--- src/alarm_pkg.sv ---
// Constants, types and register map of the process alarm evaluator.
// Assumes one sys_clk domain, an APB master and a sampling tick from the input stage.
//
// What this block does
// - Each channel holds its own alarm type code, 0 to 19, reset value 2.
// - Each auxiliary output carries the alarm channel that its assignment field selects.
// - Programmable ON and OFF delays, 0 to 999 seconds, delay output changes.
// - Heater variants: channel 1 shows heater alarm unless an output selects alarm 1.
// - Types 1, 4 and 5 use separate upper and bottom deviations, not the value.
// - Type 1 alarms when process value lies outside the deviation band.
// - Type 2 alarms when process value is at or above set point plus value.
// - Type 3 alarms when process value is at or below set point minus value.
// - Type 4 alarms when process value lies inside the deviation band.
// - Types 5, 6, 7 act as 1, 2, 3 plus a standby sequence.
// - Type 5 stays off while the upper and lower hysteresis regions overlap.
// - Type 8 alarms when process value exceeds the alarm value.
// - Type 9 alarms when process value is below the alarm value.
// - Types 10 and 11 act as 8 and 9 plus a standby sequence.
// - Type 12 is loop break detection and is accepted on channel 1 only.
// - Type 13 alarms on the rate of change of process value.
// - Type 14 alarms when set point is above the alarm value.
// - Type 15 alarms when set point is below the alarm value.
// - Types 16 and 17 alarm when manipulated variable is above or below value.
// - In heating/cooling, type 16 watches heating output, type 17 cooling output.
// - Types 18 and 19 alarm when remote set point is above or below value.
// - Remote set point types accepted only when that input is fitted.
// - Alarm values and limits are signed settings from -1999 to 9999.
package alarm_pkg;

  localparam int NUM_CHANNELS = 3;
  localparam int NUM_AUX      = 3;

  typedef logic signed [15:0] value_type;
  typedef logic        [4:0]  kind_type;
  typedef logic        [9:0]  delay_type;
  typedef logic        [2:0]  assign_type;

  // Alarm type codes
  localparam kind_type KIND_OFF       = 5'h00;
  localparam kind_type KIND_BAND_OUT  = 5'h01;
  localparam kind_type KIND_DEV_HIGH  = 5'h02;
  localparam kind_type KIND_DEV_LOW   = 5'h03;
  localparam kind_type KIND_BAND_IN   = 5'h04;
  localparam kind_type KIND_BAND_SB   = 5'h05;
  localparam kind_type KIND_HIGH_SB   = 5'h06;
  localparam kind_type KIND_LOW_SB    = 5'h07;
  localparam kind_type KIND_ABS_HIGH  = 5'h08;
  localparam kind_type KIND_ABS_LOW   = 5'h09;
  localparam kind_type KIND_ABSH_SB   = 5'h0a;
  localparam kind_type KIND_ABSL_SB   = 5'h0b;
  localparam kind_type KIND_LOOP      = 5'h0c;
  localparam kind_type KIND_RATE      = 5'h0d;
  localparam kind_type KIND_SP_HIGH   = 5'h0e;
  localparam kind_type KIND_SP_LOW    = 5'h0f;
  localparam kind_type KIND_MV_HIGH   = 5'h10;
  localparam kind_type KIND_MV_LOW    = 5'h11;
  localparam kind_type KIND_RSP_HIGH  = 5'h12;
  localparam kind_type KIND_RSP_LOW   = 5'h13;
  localparam kind_type KIND_RESET     = KIND_DEV_HIGH;

  // Output assignment codes: 0 none, 1..3 alarm channel, 4 heater alarm
  localparam assign_type ASSIGN_NONE   = 3'h0;
  localparam assign_type ASSIGN_ALARM1 = 3'h1;
  localparam assign_type ASSIGN_HEATER = 3'h4;
  localparam logic [8:0] ASSIGN_RESET  = 9'h0d4; // aux0 heater, aux1 alarm 2, aux2 alarm 3

  // Register map (byte addresses)
  localparam logic [11:0] OFFS_CTRL    = 12'h000;
  localparam logic [11:0] OFFS_ASSIGN  = 12'h004;
  localparam logic [11:0] OFFS_STATUS  = 12'h008;
  localparam logic [11:0] CHAN_BASE    = 12'h020;
  localparam logic [11:0] CHAN_END     = 12'h080;
  localparam logic [4:0]  FLD_KIND     = 5'h00;
  localparam logic [4:0]  FLD_VALUE    = 5'h04;
  localparam logic [4:0]  FLD_UPPER    = 5'h08;
  localparam logic [4:0]  FLD_BOTTOM   = 5'h0c;
  localparam logic [4:0]  FLD_HYST     = 5'h10;
  localparam logic [4:0]  FLD_ON_DLY   = 5'h14;
  localparam logic [4:0]  FLD_OFF_DLY  = 5'h18;

  // Field positions
  localparam int CTRL_HEATCOOL_BIT = 0;
  localparam int STAT_OUT_LSB      = 0;
  localparam int STAT_STANDBY_LSB  = 3;
  localparam int STAT_ACTIVE_LSB   = 6;
  localparam int STAT_AUX_LSB      = 9;
  localparam int STAT_HEATER_BIT   = 12;

  // Setting limits and reset values
  localparam value_type VALUE_MIN   = -16'sd1999;
  localparam value_type VALUE_MAX   = 16'sd9999;
  localparam value_type VALUE_RESET = 16'sd0;
  localparam value_type HYST_RESET  = 16'sd2;
  localparam delay_type DELAY_MAX   = 10'd999;
  localparam delay_type DELAY_RESET = 10'd0;

  // Timing
  localparam int CLOCK_HZ      = 10_000_000;
  localparam int DELAY_UNIT_S  = 1;
  localparam int CYCLES_PER_S  = CLOCK_HZ * DELAY_UNIT_S;

  typedef struct packed {
    value_type processValue;
    value_type setPoint;
    value_type mvHeat;
    value_type mvCool;
    value_type remoteSetPoint;
  } process_in_type;

  typedef struct packed {
    kind_type  kind;
    value_type value;
    value_type upper;
    value_type bottom;
    value_type hyst;
    delay_type onDelay;
    delay_type offDelay;
    logic      active;
    logic      standby;
    logic      alarmOut;
    delay_type delayCnt;
  } chan_type;

endpackage : alarm_pkg

--- src/process_alarm_evaluator.sv ---
// Alarm evaluator: per-channel comparison, standby, ON/OFF delay and aux routing.
// Assumes sampleTick pulses once per input sample and all inputs are sys_clk synchronous.
`timescale 1ns/10ps
module process_alarm_evaluator #(
  parameter int CYCLES_PER_SECOND = alarm_pkg::CYCLES_PER_S
) (
  input  wire logic                      sys_clk,
  input  wire logic                      rst_n,
  input  wire logic                      psel,
  input  wire logic                      penable,
  input  wire logic                      pwrite,
  input  wire logic [11:0]               paddr,
  input  wire logic [31:0]               pwdata,
  output logic      [31:0]               prdata,
  output logic                           pready,
  output logic                           pslverr,
  input  wire alarm_pkg::process_in_type processIn,
  input  wire logic                      sampleTick,
  input  wire logic                      heaterFitted,
  input  wire logic                      remoteFitted,
  input  wire logic                      heaterAlarm,
  input  wire logic                      loopBreakAlarm,
  input  wire logic                      rateAlarm,
  output logic [alarm_pkg::NUM_AUX-1:0]  auxOut
);
  import alarm_pkg::*;

  // ===========================================================================
  // State
  typedef struct packed {
    chan_type [NUM_CHANNELS-1:0] chan;
    logic                        heatCool;
    logic [8:0]                  assignment;
    logic [23:0]                 prescale;
    logic                        secondPulse;
    value_type                   prevSp;
    logic [31:0]                 rdata;
    logic                        err;
    logic [NUM_AUX-1:0]          aux;
  } state_type;

  state_type s_q;
  state_type s_d;

  // ===========================================================================
  // Helpers
  function automatic logic isStandbyKind(input kind_type k);
    return (k == KIND_BAND_SB) || (k == KIND_HIGH_SB) || (k == KIND_LOW_SB) ||
           (k == KIND_ABSH_SB) || (k == KIND_ABSL_SB);
  endfunction : isStandbyKind

  // Channel index 0..2 of a per-channel address, 3 when not a channel address
  function automatic logic [1:0] chanOf(input logic [11:0] a);
    if (a >= CHAN_BASE && a < CHAN_END) begin
      return 2'(((a - CHAN_BASE) >> 5));
    end
    return 2'd3;
  endfunction : chanOf

  function automatic logic fieldKnown(input logic [4:0] f);
    return (f == FLD_KIND) || (f == FLD_VALUE) || (f == FLD_UPPER) || (f == FLD_BOTTOM) ||
           (f == FLD_HYST) || (f == FLD_ON_DLY) || (f == FLD_OFF_DLY);
  endfunction : fieldKnown

  // High-side comparator with hysteresis: off only at or below thr - hyst
  function automatic logic cmpHigh(input logic signed [17:0] x, input logic signed [17:0] thr,
                                   input logic signed [17:0] hyst, input logic act,
                                   input logic strict);
    if (act) begin
      return x > (thr - hyst);
    end
    return strict ? (x > thr) : (x >= thr);
  endfunction : cmpHigh

  // Low-side comparator with hysteresis: off only at or above thr + hyst
  function automatic logic cmpLow(input logic signed [17:0] x, input logic signed [17:0] thr,
                                  input logic signed [17:0] hyst, input logic act,
                                  input logic strict);
    if (act) begin
      return x < (thr + hyst);
    end
    return strict ? (x < thr) : (x <= thr);
  endfunction : cmpLow

  function automatic logic signed [17:0] ext(input value_type v);
    return 18'(v);
  endfunction : ext

  function automatic logic inRange(input logic [31:0] w);
    return ($signed(w[15:0]) >= VALUE_MIN) && ($signed(w[15:0]) <= VALUE_MAX) &&
           (w[31:16] == {16{w[15]}});
  endfunction : inRange

  // ===========================================================================
  // Next state
  logic                       setup;
  logic                       access;
  logic [1:0]                 wChan;
  logic [4:0]                 wField;
  logic                       spChanged;
  logic                       heaterDuty;
  logic [NUM_CHANNELS-1:0]    cond;
  logic [NUM_CHANNELS-1:0]    request;
  logic [NUM_CHANNELS-1:0]    chanSignal;
  logic signed [17:0]         pv;
  logic signed [17:0]         sp;
  logic signed [17:0]         thr;
  logic signed [17:0]         hy;
  logic signed [17:0]         bandHi;
  logic signed [17:0]         bandLo;
  logic signed [17:0]         mvSel;
  logic                       kindOk;
  delay_type                  dlyLimit;
  assign_type                 code;
  logic [31:0]                rd;

  always_comb begin
    s_d        = s_q;
    setup      = psel && !penable;
    access     = psel && penable;
    wChan      = chanOf(paddr);
    wField     = 5'(paddr - CHAN_BASE);
    pv         = ext(processIn.processValue);
    sp         = ext(processIn.setPoint);
    spChanged  = sampleTick && (processIn.setPoint != s_q.prevSp);
    cond       = '0;
    request    = '0;
    chanSignal = '0;
    thr        = '0;
    hy         = '0;
    bandHi     = '0;
    bandLo     = '0;
    mvSel      = '0;
    kindOk     = 1'b0;
    dlyLimit   = '0;
    code       = '0;
    rd         = '0;

    // On heater variants channel 1 is heater duty unless some output selects alarm 1
    heaterDuty = heaterFitted;
    for (int k = 0; k < NUM_AUX; k++) begin
      if (s_q.assignment[3*k +: 3] == ASSIGN_ALARM1) begin
        heaterDuty = 1'b0;
      end
    end

    // One-second timebase for the delays
    s_d.secondPulse = 1'b0;
    if (s_q.prescale == 24'(CYCLES_PER_SECOND - 1)) begin
      s_d.prescale    = '0;
      s_d.secondPulse = 1'b1;
    end else begin
      s_d.prescale = s_q.prescale + 24'd1;
    end

    if (sampleTick) begin
      s_d.prevSp = processIn.setPoint;
    end

    for (int c = 0; c < NUM_CHANNELS; c++) begin
      thr    = ext(s_q.chan[c].value);
      hy     = ext(s_q.chan[c].hyst);
      bandHi = sp + ext(s_q.chan[c].upper);
      bandLo = sp - ext(s_q.chan[c].bottom);
      mvSel  = ext(processIn.mvHeat);
      unique case (s_q.chan[c].kind)
        KIND_BAND_OUT, KIND_BAND_SB: begin
          cond[c] = cmpHigh(pv, bandHi, hy, s_q.chan[c].active, 1'b0) ||
                    cmpLow(pv, bandLo, hy, s_q.chan[c].active, 1'b0);
        end
        KIND_DEV_HIGH, KIND_HIGH_SB: begin
          cond[c] = cmpHigh(pv, sp + thr, hy, s_q.chan[c].active, 1'b0);
        end
        KIND_DEV_LOW, KIND_LOW_SB: begin
          cond[c] = cmpLow(pv, sp - thr, hy, s_q.chan[c].active, 1'b0);
        end
        KIND_BAND_IN: begin
          if (s_q.chan[c].active) begin
            cond[c] = (pv >= bandLo - hy) && (pv <= bandHi + hy);
          end else begin
            cond[c] = (pv >= bandLo) && (pv <= bandHi);
          end
        end
        KIND_ABS_HIGH, KIND_ABSH_SB: begin
          cond[c] = cmpHigh(pv, thr, hy, s_q.chan[c].active, 1'b1);
        end
        KIND_ABS_LOW, KIND_ABSL_SB: begin
          cond[c] = cmpLow(pv, thr, hy, s_q.chan[c].active, 1'b1);
        end
        KIND_LOOP: begin
          cond[c] = loopBreakAlarm;
        end
        KIND_RATE: begin
          cond[c] = rateAlarm;
        end
        KIND_SP_HIGH: begin
          cond[c] = cmpHigh(sp, thr, hy, s_q.chan[c].active, 1'b1);
        end
        KIND_SP_LOW: begin
          cond[c] = cmpLow(sp, thr, hy, s_q.chan[c].active, 1'b1);
        end
        KIND_MV_HIGH: begin
          cond[c] = cmpHigh(mvSel, thr, hy, s_q.chan[c].active, 1'b1);
        end
        KIND_MV_LOW: begin
          if (s_q.heatCool) begin
            mvSel = ext(processIn.mvCool);
          end
          cond[c] = cmpLow(mvSel, thr, hy, s_q.chan[c].active, 1'b1);
        end
        KIND_RSP_HIGH: begin
          cond[c] = cmpHigh(ext(processIn.remoteSetPoint), thr, hy,
                            s_q.chan[c].active, 1'b1);
        end
        KIND_RSP_LOW: begin
          cond[c] = cmpLow(ext(processIn.remoteSetPoint), thr, hy,
                           s_q.chan[c].active, 1'b1);
        end
        default: begin
          cond[c] = 1'b0;
        end
      endcase

      // Hysteresis regions meet when H + L <= 2 * hyst; also covers an inverted band
      if (s_q.chan[c].kind == KIND_BAND_SB &&
          (ext(s_q.chan[c].upper) + ext(s_q.chan[c].bottom) <= (hy <<< 1))) begin
        cond[c] = 1'b0;
      end

      if (sampleTick) begin
        s_d.chan[c].active = cond[c];
        if (!cond[c]) begin
          s_d.chan[c].standby = 1'b0;
        end
      end
      // A set point change re-arms standby and outranks the release above
      if (spChanged) begin
        s_d.chan[c].standby = 1'b1;
      end

      request[c] = s_q.chan[c].active &&
                   !(isStandbyKind(s_q.chan[c].kind) && s_q.chan[c].standby);

      // ON/OFF delay in whole seconds; a returning condition restarts the count
      dlyLimit = request[c] ? s_q.chan[c].onDelay : s_q.chan[c].offDelay;
      if (request[c] == s_q.chan[c].alarmOut) begin
        s_d.chan[c].delayCnt = '0;
      end else if (s_q.chan[c].delayCnt >= dlyLimit) begin
        s_d.chan[c].alarmOut = request[c];
        s_d.chan[c].delayCnt = '0;
      end else if (s_q.secondPulse) begin
        s_d.chan[c].delayCnt = s_q.chan[c].delayCnt + 10'd1;
      end
      chanSignal[c] = s_q.chan[c].alarmOut;
    end

    if (heaterDuty) begin
      chanSignal[0] = heaterAlarm;
    end

    for (int k = 0; k < NUM_AUX; k++) begin
      code = s_q.assignment[3*k +: 3];
      unique case (code)
        3'h1, 3'h2, 3'h3: s_d.aux[k] = chanSignal[2'(code - 3'h1)];
        ASSIGN_HEATER:    s_d.aux[k] = heaterFitted ? heaterAlarm : chanSignal[0];
        default:          s_d.aux[k] = 1'b0;
      endcase
    end

    // =========================================================================
    // APB: read data and error prepared in the setup phase, writes on access
    if (setup) begin
      s_d.err = 1'b0;
      if (paddr[1:0] != 2'b00) begin
        s_d.err = 1'b1;
      end else if (paddr == OFFS_CTRL) begin
        rd[CTRL_HEATCOOL_BIT] = s_q.heatCool;
      end else if (paddr == OFFS_ASSIGN) begin
        rd[8:0] = s_q.assignment;
      end else if (paddr == OFFS_STATUS) begin
        for (int c = 0; c < NUM_CHANNELS; c++) begin
          rd[STAT_OUT_LSB + c]     = s_q.chan[c].alarmOut;
          rd[STAT_STANDBY_LSB + c] = s_q.chan[c].standby;
          rd[STAT_ACTIVE_LSB + c]  = s_q.chan[c].active;
        end
        rd[STAT_AUX_LSB +: NUM_AUX] = s_q.aux;
        rd[STAT_HEATER_BIT]         = heaterDuty;
      end else if (wChan != 2'd3 && fieldKnown(wField)) begin
        unique case (wField)
          FLD_KIND:    rd[4:0]  = (wChan == 2'd0 && heaterDuty) ? 5'h00
                                                                : s_q.chan[wChan].kind;
          FLD_VALUE:   rd = 32'(s_q.chan[wChan].value);
          FLD_UPPER:   rd = 32'(s_q.chan[wChan].upper);
          FLD_BOTTOM:  rd = 32'(s_q.chan[wChan].bottom);
          FLD_HYST:    rd = 32'(s_q.chan[wChan].hyst);
          FLD_ON_DLY:  rd[9:0] = s_q.chan[wChan].onDelay;
          default:     rd[9:0] = s_q.chan[wChan].offDelay;
        endcase
      end else begin
        s_d.err = 1'b1;
      end
      s_d.rdata = rd;
    end

    if (access && pwrite && !s_q.err) begin
      if (paddr == OFFS_CTRL) begin
        s_d.heatCool = pwdata[CTRL_HEATCOOL_BIT];
      end else if (paddr == OFFS_ASSIGN) begin
        s_d.assignment = pwdata[8:0];
      end else if (wChan != 2'd3) begin
        unique case (wField)
          FLD_KIND: begin
            kindOk = pwdata[31:5] == '0 && pwdata[4:0] <= KIND_RSP_LOW;
            if (pwdata[4:0] == KIND_LOOP && wChan != 2'd0) begin
              kindOk = 1'b0;
            end
            if ((pwdata[4:0] == KIND_RSP_HIGH || pwdata[4:0] == KIND_RSP_LOW) &&
                !remoteFitted) begin
              kindOk = 1'b0;
            end
            if (wChan == 2'd0 && heaterDuty) begin
              kindOk = 1'b0;
            end
            if (kindOk) begin
              s_d.chan[wChan].kind    = pwdata[4:0];
              s_d.chan[wChan].active  = 1'b0;
              s_d.chan[wChan].standby = 1'b1;
            end
          end
          FLD_VALUE:  if (inRange(pwdata)) s_d.chan[wChan].value  = pwdata[15:0];
          FLD_UPPER:  if (inRange(pwdata)) s_d.chan[wChan].upper  = pwdata[15:0];
          FLD_BOTTOM: if (inRange(pwdata)) s_d.chan[wChan].bottom = pwdata[15:0];
          FLD_HYST: begin
            if (inRange(pwdata) && !pwdata[15]) begin
              s_d.chan[wChan].hyst = pwdata[15:0];
            end
          end
          FLD_ON_DLY: begin
            if (pwdata <= 32'(DELAY_MAX)) s_d.chan[wChan].onDelay = pwdata[9:0];
          end
          default: begin
            if (pwdata <= 32'(DELAY_MAX)) s_d.chan[wChan].offDelay = pwdata[9:0];
          end
        endcase
      end
    end

    if (!rst_n) begin
      for (int c = 0; c < NUM_CHANNELS; c++) begin
        s_d.chan[c].kind     = KIND_RESET;
        s_d.chan[c].value    = VALUE_RESET;
        s_d.chan[c].upper    = VALUE_RESET;
        s_d.chan[c].bottom   = VALUE_RESET;
        s_d.chan[c].hyst     = HYST_RESET;
        s_d.chan[c].onDelay  = DELAY_RESET;
        s_d.chan[c].offDelay = DELAY_RESET;
        s_d.chan[c].active   = 1'b0;
        s_d.chan[c].standby  = 1'b1;
        s_d.chan[c].alarmOut = 1'b0;
        s_d.chan[c].delayCnt = '0;
      end
      s_d.heatCool    = 1'b0;
      s_d.assignment  = ASSIGN_RESET;
      s_d.prescale    = '0;
      s_d.secondPulse = 1'b0;
      s_d.prevSp      = VALUE_RESET;
      s_d.rdata       = '0;
      s_d.err         = 1'b0;
      s_d.aux         = '0;
    end
  end

  // ===========================================================================
  // Registers and outputs
  always_ff @(posedge sys_clk) begin
    s_q <= s_d;
  end

  // Zero wait states: the access phase always completes in its first cycle
  assign pready  = psel && penable;
  assign pslverr = psel && penable && s_q.err;
  assign prdata  = s_q.rdata;
  assign auxOut  = s_q.aux;

endmodule : process_alarm_evaluator

--- config.mk ---
export PLATFORM = sky130hd
export DESIGN_NAME = process_alarm_evaluator
export DESIGN_NICKNAME = d
export VERILOG_FILES = /design/src/alarm_pkg.sv /design/src/process_alarm_evaluator.sv
export SDC_FILE = /design/constraint.sdc
export NUM_CORES = 2
export LEC_CHECK = 0
export BUFFER_PORTS_ARGS = -buffer_cell sky130_fd_sc_hd__buf_2
export CORE_MARGIN = 2
export CORE_UTILIZATION = 55
export DETAILED_ROUTE_END_ITERATION = 16
export HOLD_SLACK_MARGIN = 0.02
export PLACE_DENSITY = 0.78
export SYNTH_ARGS = -nofsm -noshare
export SYNTH_HDL_FRONTEND = slang
export SYNTH_SLANG_ARGS = --single-unit
--- constraint.sdc ---
create_clock -name sys_clk -period 7 [get_ports sys_clk]
set_input_delay 0.35 -clock sys_clk [delete_from_list [all_inputs] [get_ports sys_clk]]
set_output_delay 0.35 -clock sys_clk [all_outputs]
set_load 0.05 [all_outputs]
# Yosys cells after proc, flatten, opt, wreduce, memory -nomap -nowiden
# Cells that the tools add are included.
# word_totals
output_inout_bits	37
input_bits	135
regBits	393
# op_classes
order_cmp	101
n_bitwise	3
eq_ne	93
addsub	47
reduce_logical	89
n_mux	241
# ops
cell	n
bitwise mux 306 bit	9
2-to-1 mux 306 bit	7
demux 102 bit (select 2 bit)	9
case mux 306 bit (6 select lines)	1
2-to-1 mux 217 bit	3
2-to-1 mux 227 bit	1
adder 16 x 16 -> 17 bit	12
binary-select mux 102 bit (select 2 bit)	1
> comparator 16 x 17 -> 1 bit	12
2-to-1 mux 102 bit	2
> comparator 16 bit	12
adder 17 x 16 -> 18 bit	9
subtractor 17 x 16 -> 18 bit	9
2-to-1 mux 1 bit	157
greater-or-equal comparator 16 x 17 -> 1 bit	9
less-or-equal comparator 16 x 17 -> 1 bit	9
< comparator 16 x 17 -> 1 bit	9
subtractor 16 x 16 -> 17 bit	9
< comparator 16 bit	9
== test 5 x 4 -> 1 bit, second input constant	27
2-to-1 mux 10 bit	12
> comparator 16 x 18 -> 1 bit	6
< comparator 16 x 18 -> 1 bit	6
2-to-1 mux 97 bit	1
other kinds (67)	233

# Depth between registers and ports, before layout
# depth
word_depth	21
ltp_mapped	32
ltp_nobuf	32

# Worst setup path before layout
# No wires, ideal clock.
# synth_timing
kind	register to register
start	reg s_q[153] in the netlist's numbering
end	reg s_q[99] in the netlist's numbering
synth_period_minus_slack_ps	6580
path_stages_with_launch	30
setup_time_ps	120
slack_ps	420
t_arrival_ps	6460
cell_sequence	dfxtp_1 > ha_1 > a21o_1 > a21oi_1 > o21ai_0 > a21oi_1 > o21bai_1 > a41o_1 > o41ai_1 > o21bai_1 > a21oi_1 > xnor2_1 > ha_1 > clkbuf_1 > nor2b_1 > o21a_1 > a311oi_1 > o31ai_1 > mux2_2 > ha_1 > nand3_1 > or4_1 > nor3_1 > a21oi_1 > o211ai_1 > mux2i_1 > nor4_1 > or4b_2 > o211ai_1 > a21oi_1
# synth_between
elab_chain_cells	19
# synth_lines
element	line	text
start: declaration	process_alarm_evaluator.sv:42	state_type s_q;
start signal: assignment	process_alarm_evaluator.sv:376	s_q <= s_d;
adder 16 x 16 -> 17 bit	process_alarm_evaluator.sv:163	bandHi = sp + ext(s_q.chan[c].upper);
subtractor 17 x 16 -> 18 bit	process_alarm_evaluator.sv:70	return x > (thr - hyst);
> comparator 16 x 18 -> 1 bit	process_alarm_evaluator.sv:70	
2-to-1 mux 1 bit	process_alarm_evaluator.sv:69	if (act) begin
2-to-1 mux 1 bit	process_alarm_evaluator.sv:72	return strict ? (x > thr) : (x >= thr);
2-to-1 mux 1 bit	process_alarm_evaluator.sv:166	unique case (s_q.chan[c].kind)
logical OR 1 bit	process_alarm_evaluator.sv:168	cond[c] = cmpHigh(pv, bandHi, hy, s_q.chan[c].active, 1'b0) ||
case mux 1 bit (14 select lines)	process_alarm_evaluator.sv:166	
[... 3 more ...]	-	
bitwise mux 306 bit	process_alarm_evaluator.sv:326	s_d.chan[wChan].active = 1'b0;
bitwise mux 306 bit	process_alarm_evaluator.sv:327	s_d.chan[wChan].standby = 1'b1;
2-to-1 mux 306 bit	process_alarm_evaluator.sv:324	if (kindOk) begin
case mux 306 bit (6 select lines)	process_alarm_evaluator.sv:311	unique case (wField)
2-to-1 mux 217 bit	process_alarm_evaluator.sv:310	end else if (wChan != 2'd3) begin
2-to-1 mux 217 bit	process_alarm_evaluator.sv:308	end else if (paddr == OFFS_ASSIGN) begin
2-to-1 mux 217 bit	process_alarm_evaluator.sv:306	if (paddr == OFFS_CTRL) begin
2-to-1 mux 227 bit (*)	process_alarm_evaluator.sv:305	if (access && pwrite && !s_q.err) begin
# Mark *: on every way between the ends. The rest lies on a longest branch, timed or not. The select of a mux whose other input is x is not followed.
# A chain may end at the register's enable or synchronous reset.

# Worst setup path after layout
# layout_timing
start	in processIn[49] in the netlist's numbering
end	reg s_q[98] in the netlist's numbering
# layout_between
elab_chain_cells	21
# layout_lines
element	line	text
start: declaration	process_alarm_evaluator.sv:17	input wire alarm_pkg::process_in_type processIn,
adder 16 x 16 -> 17 bit or subtractor 16 x 16 -> 17 bit (tied branches)	process_alarm_evaluator.sv:163, process_alarm_evaluator.sv:164	
subtractor 17 x 16 -> 18 bit or adder 17 x 16 -> 18 bit (tied branches)	process_alarm_evaluator.sv:70, process_alarm_evaluator.sv:80	
> comparator 16 x 18 -> 1 bit or < comparator 16 x 18 -> 1 bit (tied branches)	process_alarm_evaluator.sv:70, process_alarm_evaluator.sv:80	
2-to-1 mux 1 bit, on equally long branches	process_alarm_evaluator.sv:69, process_alarm_evaluator.sv:79	
2-to-1 mux 1 bit, on equally long branches	process_alarm_evaluator.sv:72, process_alarm_evaluator.sv:82	
2-to-1 mux 1 bit	process_alarm_evaluator.sv:166	
logical OR 1 bit	process_alarm_evaluator.sv:168	
case mux 1 bit (14 select lines)	process_alarm_evaluator.sv:166	
[... 5 more ...]	-	
bitwise mux 306 bit	process_alarm_evaluator.sv:326	
bitwise mux 306 bit	process_alarm_evaluator.sv:327	
2-to-1 mux 306 bit	process_alarm_evaluator.sv:324	
case mux 306 bit (6 select lines)	process_alarm_evaluator.sv:311	
2-to-1 mux 217 bit	process_alarm_evaluator.sv:310	
2-to-1 mux 217 bit	process_alarm_evaluator.sv:308	
2-to-1 mux 217 bit	process_alarm_evaluator.sv:306	
2-to-1 mux 227 bit (*)	process_alarm_evaluator.sv:305	
# Marked as above.

==> impl_metrics.csv <==
group,metric,value,unit
outcome,status,"finished, violations left",
outcome,violations,"max-capacitance violations, max-slew violations",
worst_setup_path,start_kind,"primary input",
sta,fin_crit,6.79,ns
worst_setup_path,crit_path_end_kind,"flip-flop",
sta,max_clock_freq,147,MHz
sta,holdWs,0.163,ns
global_routing,grtUsageTotal,50.8,%
yosys,syn-cell-area,72800,um2
route,drc_errors,0,
floorplan,ios,172,
worst_setup_path,arrival,7.23,ns
layout,area_growth,9.52,%
floorplan,coreArea,131000,um2
floorplan,initial_core_util,55.4,%
layout,fin_nets,11700,
global_routing,overflow,0,
worst_setup_path,crit_fanout,20,
yosys,avgSynthCellArea,7.79,um2
worst_setup_path,cp.required,7.43,ns
sta,maxSlewHeadroom,-12.6,%
route,wl_per_cell,31.2,um
job,max-cap-violations,1,
yosys,synth.largest_area_cell,"ha_1",
sta,hold_violations,0,
global_routing,antenna_found_initial,52,
layout,instances_no_fill,11500,
yosys,synth_edf_count,0,
sta,skew,0.0545,ns
yosys,ys_top_cells_by_count,"ha_1 (1845), a21oi_1 (779), inv_1 (707)",
clock_tree,clk_path_buf_depth,3,
layout,nFillCells,11900,
clock_tree,clk_latency,0.64,ns
route,antenna_left,0,
route,routed_wl,360000,um
placed_design,numPortBuffers,171,
global_routing,grt_first_pass_wirelength,507000,um
route,dr.pass1.iters,7,
floorplan,rows,133,
layout,final_util,60.7,%
yosys,ys_types,90,
yosys,yosys_most_used_dff,"dfxtp_1",
placed_design,finalWeightedCongestion,1.16,
floorplan,die-area,135000,um2
clock_tree,cts_made_buffers,45,
floorplan,die_h,368,um
route,vias,80700,
yosys,ys_warn_count,0,
global_routing,grt_max_degree,93,
sta,finalSetupViolations,0,
clock_tree,tritoncts,"built",
worst_setup_path,critPathKind,"primary input to flip-flop",
clock_tree,cts-htree-levels,2,
global_routing,grt_pass1_vias,74900,
layout,drive_gt1_share,8.67,%
placed_design,place_inst,11400,
yosys,synth_area_leaders,"ha_1 (32%), dfxtp_1 (10%), a21oi_1 (5.4%)",
sta,timing.final.crit_share,97.1,%
yosys,syn_nets,11400,
yosys,synth_top_area_share,31.7,%
sta,fin_setup_tns,0,ns
yosys,async_flop_share,0,%
clock_tree,root_buffer,"clkbuf_16",
power_and_ir_drop,vdd_drop_max,0.214,mV
placed_design,dp_hpwl,278000,um
yosys,synthCells,9353,
clock_tree,clock-sinks,377,
yosys,ys_seq_elements,377,
worst_hold_path,holdCritPathClass,"primary input to flip-flop",
power_and_ir_drop,powerDensity,105,nW/um2
yosys,ys_seq_area_share,10.4,%
clock_tree,hold_buffers,0,
sta,slew_violations,3,
route,drt_iter0_markers,10800,
sta,tightest_slew,1.68,ns
route,vias_per_cell,7.00,
yosys,yosysMostFrequentCell,"ha_1",
power_and_ir_drop,leakage,36.9,nW
sta,rsz0062_at_grt,"yes",
clock_tree,clk_pin_slew_worst_paths,0.06,ns
floorplan,die_w,368,um
==> metrics by stage <==
| stage | worst slack [ns] | power [W] | instance area, um2 |
|---|---|---|---|
| 2_1_floorplan | 0.420 | 0.00440 | 72800 |
| 3_3_place_gp | -0.455 | 0.00551 | 77900 |
| 3_5_place_dp | -0.536 | 0.00562 | 77900 |
| 4_1_cts | 0.0144 | 0.00820 | 79500 |
| 5_1_grt | -0.0529 | 0.00872 | 79700 |
| 6_report | 0.205 | 0.00841 | 79800 |
==> report_power, final <==
| group | internal (W) | switching (W) |
|---|---|---|
| clock network | 0.00150 | 0.00113 |
| registers | 0.00216 | 0.0000182 |
| logic | 0.00134 | 0.00227 |
| total | 0.00499 | 0.00341 |
==> kinds of logic after synthesis <==
family	after synthesis	synth area share [%]
XOR/XNOR	619	7.45
AND/OR/NAND/NOR	2691	18.3
AO/OA/AOI/OAI	2656	23.9
multiplexers	123	1.74
flip-flops	377	10.4
adder cells (fa/ha/maj)	1884	32.8
buffers and inverters	1003	5.49
==> critical path, stage by stage <==
cell,delay (ns)
buf_2,0.43
buf_4,0.55
ha_1,0.37
o21bai_1,0.14
a21oi_1,0.11
o21bai_1,0.19
a221o_1,0.28
a211oi_1,0.14
o41ai_1,0.62
xnor2_1,0.18
ha_1,0.37
a21o_1,0.18
a21oi_1,0.26
o41ai_1,0.14
a21oi_1,0.20
xnor2_1,0.15
ha_1,0.27
nand4_1,0.13
nor3_1,0.08
buf_4,0.13
a21oi_1,0.13
nand4_1,0.13
xnor2_1,0.23
a32oi_1,0.21
o211ai_1,0.30
or4b_4,0.67
o211ai_1,0.19
nand2_1,0.07
==> registers in the layout (all words and copies together), names as in the netlist <==
name / cells
s_q: 337
hy: 16
prdata: 16
auxOut: 3
code: 3
chanSignal: 2
==> area by class of cell <==
class | instances | area, um2 | area share (%)
clock buffers | 55 | 1230 | 1.55
flip-flops and latches | 377 | 7550 | 9.47
diodes | 37 | 92.6 | 0.116
well taps | 1755 | 2200 | 2.75
repair buffers | 603 | 4230 | 5.30
clock inverters | 29 | 375 | 0.471
inverters | 707 | 2670 | 3.34
multi-input cells | 7973 | 61400 | 77.0
==> cell usage in the layout, fill, tap and decap left out, types with 65 or more instances in the layout <==
cell type	count
nor2_1	667
nor4_1	65
buf_4	422
or3_1	66
dfxtp_1	373
xor2_1	209
a31oi_1	67
a21oi_1	775
nand2_1	604
nor2b_1	162
nand2b_1	125
inv_1	703
xnor2_1	408
a22o_1	89
mux2i_1	94
nand3_1	293
o21a_1	86
buf_2	169
and3_1	70
o211ai_1	91
a21o_1	218
o21bai_1	103
nor3_1	241
a211oi_1	88
ha_1	1845
nand4_1	191
o21ai_0	526
==> metal layers <==
metal | wire [um] | track usage, % | vias to the layer above
li1 | - | - | 35300
met1 | 129000 | 60.4 | 37700
met2 | 137000 | 70.4 | 5902
met3 | 56100 | 21.2 | 1765
met4 | 37500 | 42.1 | 34
met5 | 269 | 0 | -
==> path summary, 6_finish.rpt <==
path,from,cells past startpoint,slack (ns),end
hold / removal,penable,4,0.16,prdata[3]
setup / recovery,processIn[49],28,0.21,s_q[98]
hold reg to reg,s_q[53],1,0.45,s_q[53]
setup reg to reg,s_q[153],31,0.25,s_q[98]
==> what timing repair did <==
item,CTS,global route
buffers inserted,0,4
setup endpoints to repair,2,6
gates resized for setup,3,39
pin swaps,0,7
No activity file was read; power rests on OpenSTA's default activity.
